`src/shared/pod_pkg.sv`:
```
// register map, reset values, keys and helpers for the override/duty block
// How it works
// - override select bit 1 routes the generator output to that pin
// - override select bit 0 drives the pin from its manual output bit
// - manual output bit 1 with select cleared forces the pin active
// - manual output bit 0 with select cleared forces the pin inactive
// - override bits 15-14 and 7-6 hold nothing and read as zero
// - three 16-bit read/write duty registers, zero after reset
// - 16-bit read/write unlock key register, zero after reset
// - with lock input high, protected writes need the key sequence first
`default_nettype none
package pod_pkg;
  // byte addresses on the register bus
  localparam logic [7:0]  OFF_OVR       = 8'h00;
  localparam logic [7:0]  OFF_DC1       = 8'h04;
  localparam logic [7:0]  OFF_DC2       = 8'h08;
  localparam logic [7:0]  OFF_DC3       = 8'h0C;
  localparam logic [7:0]  OFF_KEY       = 8'h10;
  localparam logic [7:0]  OFF_PROT      = 8'h14;
  localparam logic [7:0]  OFF_STAT      = 8'h18;
  // override register layout
  localparam int          PIN_N         = 6;
  localparam int          OVR_SEL_LSB   = 8;
  localparam int          OVR_MAN_LSB   = 0;
  localparam logic [15:0] OVR_RSV_MASK  = 16'hC0C0;
  // status register layout
  localparam int          STAT_UNLK_BIT = 0;
  localparam int          STAT_LOCK_BIT = 1;
  // reset values
  localparam logic [15:0] OVR_RST       = 16'h3F00;
  localparam logic [15:0] DUTY_RST      = 16'h0000;
  localparam logic [15:0] KEY_RST       = 16'h0000;
  localparam logic [15:0] PROT_RST      = 16'h0000;
  // unlock sequence values, first then second
  localparam logic [15:0] KEY_FIRST     = 16'hA5A5;
  localparam logic [15:0] KEY_SECOND    = 16'h5A5A;

  // unlock sequence states
  typedef enum logic [1:0] {UNL_IDLE, UNL_HALF, UNL_OPEN} pod_unl_state_t;

  // byte-lane merge of a bus write into a 16-bit register
  function automatic logic [15:0] pod_merge(input logic [15:0] old_v,
                                            input logic [31:0] wd,
                                            input logic [3:0]  be);
    logic [15:0] r;
    r = old_v;
    if (be[0]) begin
      r[7:0] = wd[7:0];
    end
    if (be[1]) begin
      r[15:8] = wd[15:8];
    end
    return r;
  endfunction : pod_merge
endpackage : pod_pkg
`default_nettype wire

```
`src/rtl/pod_unlock.sv`:
```
// unlock sequence tracker guarding the protected configuration register
`timescale 1ns/1ns
`default_nettype none
module pod_unlock
  import pod_pkg::*;
(
  // clock and reset
  input  wire logic        sys_clk,
  input  wire logic        rst_b,
  // accepted writes
  input  wire logic        key_wr,
  input  wire logic [15:0] key_val,
  input  wire logic        prot_wr,
  // state
  output logic             unlocked
);
  pod_unl_state_t state_q;

  // two key writes in order open one protected write
  always_ff @(posedge sys_clk) begin
    if (!rst_b) begin
      state_q <= UNL_IDLE;
    end else if (key_wr) begin
      state_q <= (key_val == KEY_FIRST) ? UNL_HALF : UNL_IDLE;
      if (state_q == UNL_HALF && key_val == KEY_SECOND) begin
        state_q <= UNL_OPEN;
      end
    end else if (prot_wr) begin
      state_q <= UNL_IDLE; // relock after one write
    end
  end

  assign unlocked = (state_q == UNL_OPEN);
endmodule : pod_unlock
`default_nettype wire

```
`src/rtl/pod_top.sv`:
```
// override control, duty and unlock registers behind an Avalon-MM slave
`timescale 1ns/1ns
`default_nettype none
module pod_top
  import pod_pkg::*;
(
  // clock and reset
  input  wire logic        sys_clk,
  input  wire logic        rst_b,
  // Avalon-MM slave
  input  wire logic [7:0]  avs_address,
  input  wire logic        avs_read,
  input  wire logic        avs_write,
  input  wire logic [31:0] avs_writedata,
  input  wire logic [3:0]  avs_byteenable,
  output logic      [31:0] avs_readdata,
  output logic             avs_waitrequest,
  // generator core outputs
  input  wire logic [2:0]  gen_high,
  input  wire logic [2:0]  gen_low,
  // lock configuration input
  input  wire logic        write_protect_config,
  // power stage pins
  output logic      [2:0]  high_side_outputs,
  output logic      [2:0]  low_side_outputs,
  // values to the generator core
  output logic      [15:0] duty_one,
  output logic      [15:0] duty_two,
  output logic      [15:0] duty_three,
  output logic      [15:0] prot_config
);
  logic        wait_q;
  logic [31:0] rdata_q;
  logic [15:0] ovr_q;
  logic [15:0] dc1_q;
  logic [15:0] dc2_q;
  logic [15:0] dc3_q;
  logic [15:0] key_q;
  logic [15:0] prot_q;
  logic [5:0]  pin_q;
  logic [5:0]  pin_d;
  logic [5:0]  gen_vec;
  logic [5:0]  sel;
  logic [5:0]  man;
  logic        wr_go;
  logic        rd_go;
  logic        key_wr;
  logic        prot_wr;
  logic        prot_ok;
  logic        unlocked;
  logic [31:0] rd_mux;

  // bus handshake: one wait cycle, then the access completes
  always_ff @(posedge sys_clk) begin
    if (!rst_b) begin
      wait_q <= 1'b1;
    end else if (!wait_q) begin
      wait_q <= 1'b1;
    end else if (avs_read || avs_write) begin
      wait_q <= 1'b0;
    end
  end

  assign wr_go   = avs_write && !wait_q;
  assign rd_go   = avs_read && !wait_q;
  assign key_wr  = wr_go && avs_address == OFF_KEY;
  assign prot_wr = wr_go && avs_address == OFF_PROT && prot_ok;
  // lock input low: always writable; high: only when opened
  assign prot_ok = !write_protect_config || unlocked;

  // override control, unused bits never stored
  always_ff @(posedge sys_clk) begin
    if (!rst_b) begin
      ovr_q <= OVR_RST;
    end else if (wr_go && avs_address == OFF_OVR) begin
      ovr_q <= pod_merge(ovr_q, avs_writedata, avs_byteenable) & ~OVR_RSV_MASK;
    end
  end

  // duty cycle values
  always_ff @(posedge sys_clk) begin
    if (!rst_b) begin
      dc1_q <= DUTY_RST;
      dc2_q <= DUTY_RST;
      dc3_q <= DUTY_RST;
    end else if (wr_go) begin
      if (avs_address == OFF_DC1) begin
        dc1_q <= pod_merge(dc1_q, avs_writedata, avs_byteenable);
      end
      if (avs_address == OFF_DC2) begin
        dc2_q <= pod_merge(dc2_q, avs_writedata, avs_byteenable);
      end
      if (avs_address == OFF_DC3) begin
        dc3_q <= pod_merge(dc3_q, avs_writedata, avs_byteenable);
      end
    end
  end

  // unlock key, stored and fed to the sequence tracker
  always_ff @(posedge sys_clk) begin
    if (!rst_b) begin
      key_q <= KEY_RST;
    end else if (key_wr) begin
      key_q <= pod_merge(key_q, avs_writedata, avs_byteenable);
    end
  end

  // protected configuration, write dropped while locked
  always_ff @(posedge sys_clk) begin
    if (!rst_b) begin
      prot_q <= PROT_RST;
    end else if (prot_wr) begin
      prot_q <= pod_merge(prot_q, avs_writedata, avs_byteenable);
    end
  end

  pod_unlock u_unlock (
    .sys_clk  (sys_clk),
    .rst_b    (rst_b),
    .key_wr   (key_wr),
    .key_val  (pod_merge(key_q, avs_writedata, avs_byteenable)),
    .prot_wr  (prot_wr),
    .unlocked (unlocked)
  );

  // read multiplexer, unmapped addresses read zero
  always_comb begin
    rd_mux = 32'h0000_0000;
    unique case (avs_address)
      OFF_OVR:  rd_mux = {16'h0000, ovr_q & ~OVR_RSV_MASK};
      OFF_DC1:  rd_mux = {16'h0000, dc1_q};
      OFF_DC2:  rd_mux = {16'h0000, dc2_q};
      OFF_DC3:  rd_mux = {16'h0000, dc3_q};
      OFF_KEY:  rd_mux = {16'h0000, key_q};
      OFF_PROT: rd_mux = {16'h0000, prot_q};
      OFF_STAT: begin
        rd_mux[STAT_UNLK_BIT] = unlocked;
        rd_mux[STAT_LOCK_BIT] = write_protect_config;
      end
      default:  rd_mux = 32'h0000_0000;
    endcase
  end

  // read data captured as the wait state ends
  always_ff @(posedge sys_clk) begin
    if (!rst_b) begin
      rdata_q <= 32'h0000_0000;
    end else if (avs_read && wait_q) begin
      rdata_q <= rd_mux;
    end
  end

  // pin order in vectors: 1L,1H,2L,2H,3L,3H from bit 0 up
  assign gen_vec = {gen_high[2], gen_low[2], gen_high[1], gen_low[1],
                    gen_high[0], gen_low[0]};
  assign sel     = ovr_q[OVR_SEL_LSB +: PIN_N];
  assign man     = ovr_q[OVR_MAN_LSB +: PIN_N];

  // per pin: generator when selected, else manual level
  always_comb begin
    for (int i = 0; i < PIN_N; i++) begin
      if (sel[i]) begin
        pin_d[i] = gen_vec[i];
      end else begin
        pin_d[i] = man[i];
      end
    end
  end

  // pin flops, all inactive during reset
  always_ff @(posedge sys_clk) begin
    if (!rst_b) begin
      pin_q <= 6'h00;
    end else begin
      pin_q <= pin_d;
    end
  end

  // outputs straight from flops
  assign high_side_outputs = {pin_q[5], pin_q[3], pin_q[1]};
  assign low_side_outputs  = {pin_q[4], pin_q[2], pin_q[0]};
  assign duty_one          = dc1_q;
  assign duty_two          = dc2_q;
  assign duty_three        = dc3_q;
  assign prot_config       = prot_q;
  assign avs_readdata      = rdata_q;
  assign avs_waitrequest   = wait_q;
endmodule : pod_top
`default_nettype wire

```
`config.mk`:
```
export PLATFORM = sky130hd
export DESIGN_NAME = pod_top
export DESIGN_NICKNAME = d
export VERILOG_FILES = /design/src/shared/pod_pkg.sv /design/src/rtl/pod_unlock.sv /design/src/rtl/pod_top.sv
export SDC_FILE = /design/constraint.sdc
export NUM_CORES = 1
export LEC_CHECK = 0
export ABC_CLOCK_PERIOD_IN_PS = 2000
export BUFFER_PORTS_ARGS = -buffer_cell sky130_fd_sc_hd__clkbuf_2
export CORE_AREA = 5 5 109 187
export CTS_CLUSTER_DIAMETER = 30
export DETAILED_ROUTE_END_ITERATION = 8
export DIE_AREA = 0 0 114 192
export PLACE_DENSITY = 0.49
export REMOVE_ABC_BUFFERS = 1
export SETUP_SLACK_MARGIN = 0.1
export SKIP_CTS_REPAIR_TIMING = 1
export SYNTH_ARGS = -nofsm -noshare
export SYNTH_HDL_FRONTEND = slang
export SYNTH_SLANG_ARGS = --single-unit
```
`constraint.sdc`:
```
create_clock -name sys_clk -period 2 [get_ports sys_clk]
set_clock_uncertainty 0.05 [all_clocks]
set_input_delay 0.2 -clock sys_clk [delete_from_list [all_inputs] [get_ports sys_clk]]
set_output_delay 0.2 -clock sys_clk [all_outputs]
set_load 0.05 [all_outputs]
```
; Yosys cells after proc, flatten, opt, wreduce, memory -nomap -nowiden
; Index checks and enable logic that the tools add are counted.
[totals]
inputBits = 55
output_inout_bits = 103
register_bits = 133
word_cells = 64
[classes]
eq_ne = 10
mux = 15
n_reduce_logical = 24
[ops]
columns = cell, count
row1 = 14-bit one-hot mux with 6 select lines, 1
row2 = "8-bit by 5-bit == test with 1-bit output, second input constant", 3
row3 = 3-bit AND reduction, 6
row4 = "16-bit by 15-bit == test with 1-bit output, second input constant", 1
row5 = "16-bit == test, second input constant", 1
row6 = "8-bit by 4-bit == test with 1-bit output, second input constant", 2
row7 = 8-bit 2-to-1 mux, 2
row8 = 2-bit one-hot mux with 7 select lines, 1
row9 = 2-bit AND reduction, 5
row10 = "8-bit by 3-bit == test with 1-bit output, second input constant", 1
row11 = 8-bit zero test, 1
row12 = 1-bit 2-to-1 mux, 8
row13 = 1-bit logical AND, 7
row14 = 2-bit 2-to-1 mux, 3
row15 = "2-bit by 1-bit == test with 1-bit output, second input constant", 1
row16 = "2-bit == test, second input constant", 1
row17 = 1-bit zero test, 2
row18 = 1-bit logical OR, 2
row19 = 2-bit nonzero test, 1

; Longest topological paths before layout
; Gate-level depths: netlist (run 1).
[depth]
ltp_word = 6
ltp_mapped = 7
depth_no_buf = 4

; Cells and area by module
; From an unflattened synthesis (run 1), not the netlist that was laid out.
[unflattened]
cells_unflattened = 570
area_unflattened_um2 = 5469.0
[modules_own_cells]
columns = mod, seq_area_each_um2, cells_each, area_each_um2, n_inst
row1 = pod_top, 2302.2, 549, 5282.6, 1
row2 = pod_unlock, 40.0, 21, 186.4, 1

; Worst setup path before layout (run 1)
; No wires, ideal clock.
[synth_timing]
path_type = reg-to-reg
start = reg wait_q (netlist: avs_waitrequest)
end = reg dc3_q[13] (netlist: duty_three[13])
t_arrival_ps = 1848
stages_incl_launch_ff = 5
setup_ps = 128
required_ps = 1822
period_less_slack_ps = 2026
setup_slack_ps = -26
n_path_buf = 0
path_cell_list = dfxtp_1 -> nand3b_1 -> nor4_4 -> mux2i_1 -> nor2_1
[synth_via]
elab_chain_cells = 3
[synth_rtl]
columns = item, line
row1 = start: declaration, pod_top.sv:32  ; logic wait_q;
row2 = start signal: assignment, pod_top.sv:56  ; wait_q <= 1'b1;
row3 = start signal: assignment, pod_top.sv:58  ; wait_q <= 1'b1;
row4 = start signal: assignment, pod_top.sv:60  ; wait_q <= 1'b0;
row5 = 1-bit zero test, n/a
row6 = 1-bit logical AND, pod_top.sv:64  ; assign wr_go = avs_write && !wait_q;
row7 = 3-bit AND reduction (no line), n/a
row8 = end signal: assignment, pod_top.sv:94  ; dc3_q <= pod_merge(dc3_q, avs_writedata, avs_byteenable);
row9 = end: declaration, pod_top.sv:37  ; logic [15:0] dc3_q;
; No other way between the ends.
; A chain may end at the register's enable or synchronous reset.

; Final worst setup path (run 1)
[layout_timing]
start = reg wait_q (netlist: avs_waitrequest)
end = reg dc3_q[15] (netlist: duty_three[15])
; The elaborated chain is that of the path after synthesis.

==> results of run 1 <==
power breakdown:
group	internal (mW)	total (mW)	leakage, nW	switching (mW)
logic	0.136	0.513	1.93	0.377
clock network	2.37	3.46	0.326	1.09
registers	2.35	2.37	0.946	0.0126
metal layers:
layer	vias to the layer above	global-route usage	part of all wire
li1	2402	-	-
met1	2435	0.196	0.34
met2	180	0.356	0.55
met3	57	0.0407	0.042
met4	0	0.139	0.065
met5	-	0	0
flip-flops by register name, summed over array words and instances, names as in the netlist:
name              count
avs_readdata         16
avs_waitrequest       1
ovr_q                12
u_unlock.state_q      2
key_q                16
duty_two             16
pin_q                 6
duty_three           16
duty_one             16
prot_config          16
per-stage QoR:
step | hold WS (ps) | util | instance area [um^2]
global route | 1.90 | 0.396 | 7370
finish | -25.7 | 0.396 | 7370
floorplan | 212 | - | 5270
CTS | -46.0 | 0.396 | 7360
global placement | 395 | 0.360 | 6690
detailed placement | 398 | 0.360 | 6690
final cells by class:
class                           instances  area, um^2  share of cell area
Multi-Input combinational cell        418        2910               0.394
Sequential cell                       117        2340               0.318
Timing Repair Buffer                  185        1130               0.154
Clock buffer                           24         502              0.0681
Tap cell                              238         298              0.0404
Clock inverter                          8         168              0.0228
Inverter                                5        18.8             0.00255
kinds of logic (layout without fill, tap and decap cells):
kind of cell	Yosys count	in the layout	share of synthesized area
AND/OR/NAND/NOR	197	197	0.194
other	1	16	0.000683
AO/OA/AOI/OAI	95	95	0.112
flip-flops	117	117	0.427
buffers and inverters	57	222	0.0538
multiplexers	110	110	0.213
worst max-delay path, cell delays in order, from the launching register on:
cell and delay (ps):
dfxtp_1 340, nand3b_1 360, nor4_4 380, buf_4 220, mux2i_1 210, nor2_1 60
placed cells by master, fill, tap and decap left out, types with 5 or more instances in the layout:
master	Yosys	routed
clkbuf_2	1	123
dfxtp_1	117	117
mux2i_1	92	92
nor2_1	85	85
buf_4	17	57
o21ai_0	29	29
a21oi_1	25	25
nand2_1	24	24
nand3_1	23	23
clkbuf_16	0	17
conb_1	1	16
mux2_2	14	14
nor4bb_1	9	9
or3_1	7	7
o211ai_1	7	7
nor3_1	7	7
nor2b_1	6	6
a22o_1	6	6
a221oi_1	6	6
nand4_1	6	6
clkbuf_8	0	5
bufinv_16	0	5
path summary, 6_finish.rpt:
| kind | startpoint | end | slack, ps | cells past startpoint |
|---|---|---|---|---|
| max | avs_waitrequest$_SDFF_PN1_ | duty_three[15]$_SDFFE_PN0P_ | 260 | 5 |
| min | gen_low[0] | pin_q[0]$_SDFF_PN0_ | -30 | 3 |
| max reg2reg | avs_waitrequest$_SDFF_PN1_ | duty_three[15]$_SDFFE_PN0P_ | 260 | 5 |
| min reg2reg | avs_readdata[0]$_SDFFE_PN0P_ | avs_readdata[0]$_SDFFE_PN0P_ | 440 | 2 |
==> results by group, run 1 <==
Run status
  • Outcome: finished with violations
  • Failing checks: hold timing

GRT
  • First-pass GRT wire length: 31800 um
  • GR Overflow Total: 0
  • Vias in the first global route: approximately 5400
  • Largest net degree at the start of global routing: 55
  • Initial antenna violation count: 0
  • Total GRT Usage: 0.197

Yosys
  • Synth Cell Area: 5490 um^2
  • Post-Syn Area per Cell: between 9 and 10 um^2
  • Dominant cell by count in the synthesized netlist: dfxtp_1
  • Most used DFF post-synth: dfxtp_1
  • Syn Inst Count: 577
  • Synth cell count leaders: dfxtp_1, mux2i_1, nor2_1
  • Ys async rst share: 0
  • Unique masters post-synth: 54
  • Register area share after synthesis: 0.427
  • Syn. warnings: 0
  • Register bit total from synthesis: 117
  • Post-synth top area cell: dfxtp_1
  • Post-synth EDFFs: 0
  • Yosys top cell area share: 0.427
  • Area contributors post-synth: dfxtp_1, mux2i_1, nor2_1, mux2_2, o21ai_0

Detailed routing
  • Pre-antenna DRT Iters: 5
  • Routed WL: 21100 um
  • Drt drc: 0
  • Wire per inst: between 20 and 25 um
  • Via Count: between 5000 and 6000
  • DR vias/cell: roughly 5
  • Detail Route Antenna Nets: 0
  • Starting DRT DRC Count: 218

STA
  • Unrepaired setup endpoints after global routing: false
  • Final Worst Setup Slack: 259 ps
  • Worst slew pin tran: just over 600 ps
  • Setup TNS: 0 ps
  • Final period util: 0.871
  • WHS: -25.7 ps
  • Min Tclk post-route: between 1500 and 2000 ps
  • FMAX: between 500 and 600 MHz
  • Final setup violation count: 0
  • Hold Fails Final Rpt: 4
  • Slew margin rel.: 0.593
  • Slew Limit Fails: 0

Floorplanning
  • # rows: between 60 and 70
  • Starting density of the core: 0.295
  • CORE AREA: 18600 um^2
  • Die ar.: about 22000 um^2
  • Die Height: about 190 um
  • Die span in x: roughly 110 um
  • I/O pin cnt: roughly 160

Critical path
  • Crit-path max FO: 5
  • Type of the worst setup path: reg2reg
  • Critical Path Start Type: flop
  • Crit end category: flop
  • Crit path DAT: roughly 2000 ps
  • CP required: 2240 ps

Placement
  • GP Congestion: approximately 0.86
  • Post-DP HPWL: roughly 17000 um
  • Post-Place Worst Slack: -136 ps
  • Post-Place Cells: 962
  • IO buf count: 123

Clock tree
  • Reg clk slew, reported paths: roughly 60 ps
  • CTS Buffer Depth: 2
  • CTS root buf: clkbuf_16
  • CTS tree: built
  • H-tree levels: 4
  • Sink Count: roughly 120
  • Worst-Skew Late Latency: 420 ps
  • TritonCTS buffer count: 17

Power
  • Lkg Pwr: 3.21 nW
  • VDD IR max: ~330 uV
  • Overall Power: around 6.3 mW
  • PD cells: roughly 860 nW/um^2

Cells and area
  • Fillers: between 1500 and 2000
  • # diodes: 0
  • Non-filler cells, final: a little under 1000
  • Nets: around 800
  • Area grow syn2layout: 34.3%
  • Proportion of layout cells with a drive suffix above 1: 0.324

Run
  • Max-Cap Viols: 0

Min path
  • Type of the tightest min-delay check: in2reg
Power figures use the tool's default switching activity.
==> inputs of run 2 (changes only) <==
--- a/config.mk
+++ b/config.mk
@@ -11,6 +11,7 @@
 export CTS_CLUSTER_DIAMETER = 30
 export DETAILED_ROUTE_END_ITERATION = 8
 export DIE_AREA = 0 0 114 192
+export MAX_ROUTING_LAYER = met4
 export PLACE_DENSITY = 0.49
 export REMOVE_ABC_BUFFERS = 1
 export SETUP_SLACK_MARGIN = 0.1
==> results by group, run 2 (synthesized netlist as in run 1, its figures left out) <==
Placement
  • GP Congestion: 0.891 (+3.9%)
  • Post-DP HPWL: 16700 um (+0.40%)
  • Post-DP Area: 6720 um^2 (+0.45%)
  • IO buf count: 123 (unchanged)

Power
  • VDD IR max: 406 uV (+24%)
  • Lkg Pwr: 3.19 nW (-0.61%)
  • PD cells: 802 nW/um^2 (-6.8%)

GRT
  • Initial antenna violation count: 0 (unchanged)
  • Total GRT Usage: 0.202 (+0.00491)
  • Largest net degree at the start of global routing: 55 (unchanged)
  • Vias in the first global route: 5292 (-1.5%)
  • First-pass GRT wire length: 31900 um (+0.22%)
  • GR Overflow Total: 0 (unchanged)

Detailed routing
  • Starting DRT DRC Count: 280 (+28%)
  • Via Count: 5086 (+0.24%)
  • DR vias/cell: 5.08 (-0.36%)
  • Pre-antenna DRT Iters: 5 (unchanged)
  • Wire per inst: 21.1 um (-0.14%)
  • Drt drc: 0 (unchanged)
  • Detail Route Antenna Nets: 0 (unchanged)
  • Routed WL: 21200 um (+0.46%)

Min path
  • Origin of the worst min-delay path: gen_low[0]
  • Hold Path Depth: 3 (unchanged)
  • Hold Path End: pin_q[0]$_SDFF_PN0_
  • Type of the tightest min-delay check: in2reg

Floorplanning
  • # rows: 66 (unchanged)
  • I/O pin cnt: 158 (unchanged)
  • Die span in x: 114 um (unchanged)
  • CORE AREA: 18600 um^2 (unchanged)
  • Starting density of the core: 0.295 (unchanged)
  • Die Height: 192 um (unchanged)
  • Die ar.: 21900 um^2 (unchanged)

Clock tree
  • Worst-Skew Late Latency: 420 ps (about the same)
  • Reg clk slew, reported paths: 60 ps (about the same)
  • CTS Buffer Depth: 2 (unchanged)
  • Sink Count: 117 (unchanged)
  • CTS root buf: clkbuf_16
  • CTS tree: built
  • H-tree levels: 4 (unchanged)
  • TritonCTS buffer count: 17 (unchanged)

Cells and area
  • Nets: 805 (+0.75%)
  • Most common cell after layout, fill and taps aside: clkbuf_2
  • Design area: 7320 um^2 (-0.68%)
  • # diodes: 0 (unchanged)
  • Most frequent cells in the layout: clkbuf_2, dfxtp_1, mux2i_1, nor2_1, buf_4
  • Area grow syn2layout: 33.4%
  • Finished Core Util: 0.394 (-0.00269)
  • Proportion of layout cells with a drive suffix above 1: 0.325 (+0.00139)

STA
  • Slew margin rel.: 0.627 (+0.0341)
  • Worst slew pin tran: 554 ps (-50.7 ps)
  • Final period util: 0.873 (+0.00202)
  • WHS: -11.4 ps (+14.3 ps)
  • Unrepaired setup endpoints after global routing: false
  • Hold Fails Final Rpt: 2 (-2)
  • Min Tclk post-route: 1750 ps (+4.04 ps)
  • Final setup violation count: 0 (unchanged)
  • FMAX: 573 MHz (-0.23%)
  • Slew Limit Fails: 0 (unchanged)

Critical path
  • Crit path DAT: 1990 ps (about the same)
  • Crit-path max cell delay: 390 ps (about the same)
  • Worst-path cell chain: nand3b_1 > nor4_4 > buf_4 > mux2i_1 > nor2_1
  • Worst r2r src: avs_waitrequest$_SDFF_PN1_
  • Crit-path max FO: 5 (unchanged)
  • R2R Setup Slk: 250 ps (about the same)
  • Critical-path top delay cell: nor4_4
  • Critical Path Start Type: flop
  • Top delay family on crit path: simple AND/OR/NAND/NOR gates
  • Crit end category: flop
  • RR Endpoint: duty_three[14]$_SDFFE_PN0P_
  • R2R depth: 5 (unchanged)
  • CP bufs+invs: 1 (unchanged)
  • CP required: 2250 ps (about the same)
  • Type of the worst setup path: reg2reg

Run
  • Max-Cap Viols: 0 (unchanged)

Run status
  • Outcome: finished with violations
  • Failing checks: hold timing
==> run 2: cell types whose count changed in the layout (fill, tap and decap cells not counted), sizes merged <==
cell	change
buf	+4
clkbuf	-2
clkinvlp	+1
bufinv	-3
dlygate4sd3	+2
clkinv	+4
==> run 2: area by class of cell <==
cell class                      instances  area, um^2
Clock buffer                           22         464
Tap cell                              238         298
Multi-Input combinational cell        418        2910
Clock inverter                         10         105
Timing Repair Buffer                  191        1180
Sequential cell                       117        2340
Fill cell                            1922       11300
Inverter                                5        18.8
==> run 2: through the flow <==
step	std cells	hold slack, ps	setup TNS [ps]	setup WS (ps)	power (mW)
finish	1001	-11.4	0	255	5.87
floorplan	540	212	-2130	-245	2.67
global placement	966	399	-500	-129	2.93
CTS	998	-43.7	0	257	5.93
detailed placement	966	399	-654	-155	2.93
global route	1001	-9.64	0	127	6.05
==> run 2: worst max-delay path by stage <==
stage / startpoint / end / slack, ps / cells past startpoint
3_3_place_gp: avs_address[5] / avs_readdata[14]$_SDFFE_PN0P_ / -130 / 8
3_5_place_dp: avs_address[5] / avs_readdata[14]$_SDFFE_PN0P_ / -160 / 8
5_1_grt: avs_waitrequest$_SDFF_PN1_ / prot_config[11]$_SDFFE_PN0P_ / 130 / 5
2_1_floorplan: rst_b / avs_readdata[14]$_SDFFE_PN0P_ / -240 / 4
4_1_cts: avs_waitrequest$_SDFF_PN1_ / duty_three[14]$_SDFFE_PN0P_ / 260 / 5
6_report: avs_waitrequest$_SDFF_PN1_ / duty_three[14]$_SDFFE_PN0P_ / 250 / 5
==> run 2: where the power goes <==
group	switching [mW]	total (mW)	internal, mW
clock network	1.10	2.98	1.88
logic	0.381	0.525	0.144
registers	0.0122	2.37	2.35
==> run 2: per-layer routing <==
layer  vias to the layer above  share of wire  track usage  wire (um)
li1                       2417              -            -          -
met1                      2476           0.36        0.197       7520
met2                       149           0.57        0.379      12100
met3                        44          0.035       0.0290        747
met4                         0          0.039        0.104        830
met5                         -              0            -          0
==> run 2: worst reg2reg max path, cell delays in order (launching register included) <==
cell      delay [ps]
dfxtp_1          340
nand3b_1         360
nor4_4           390
buf_4            230
mux2i_1          200
nor2_1            60
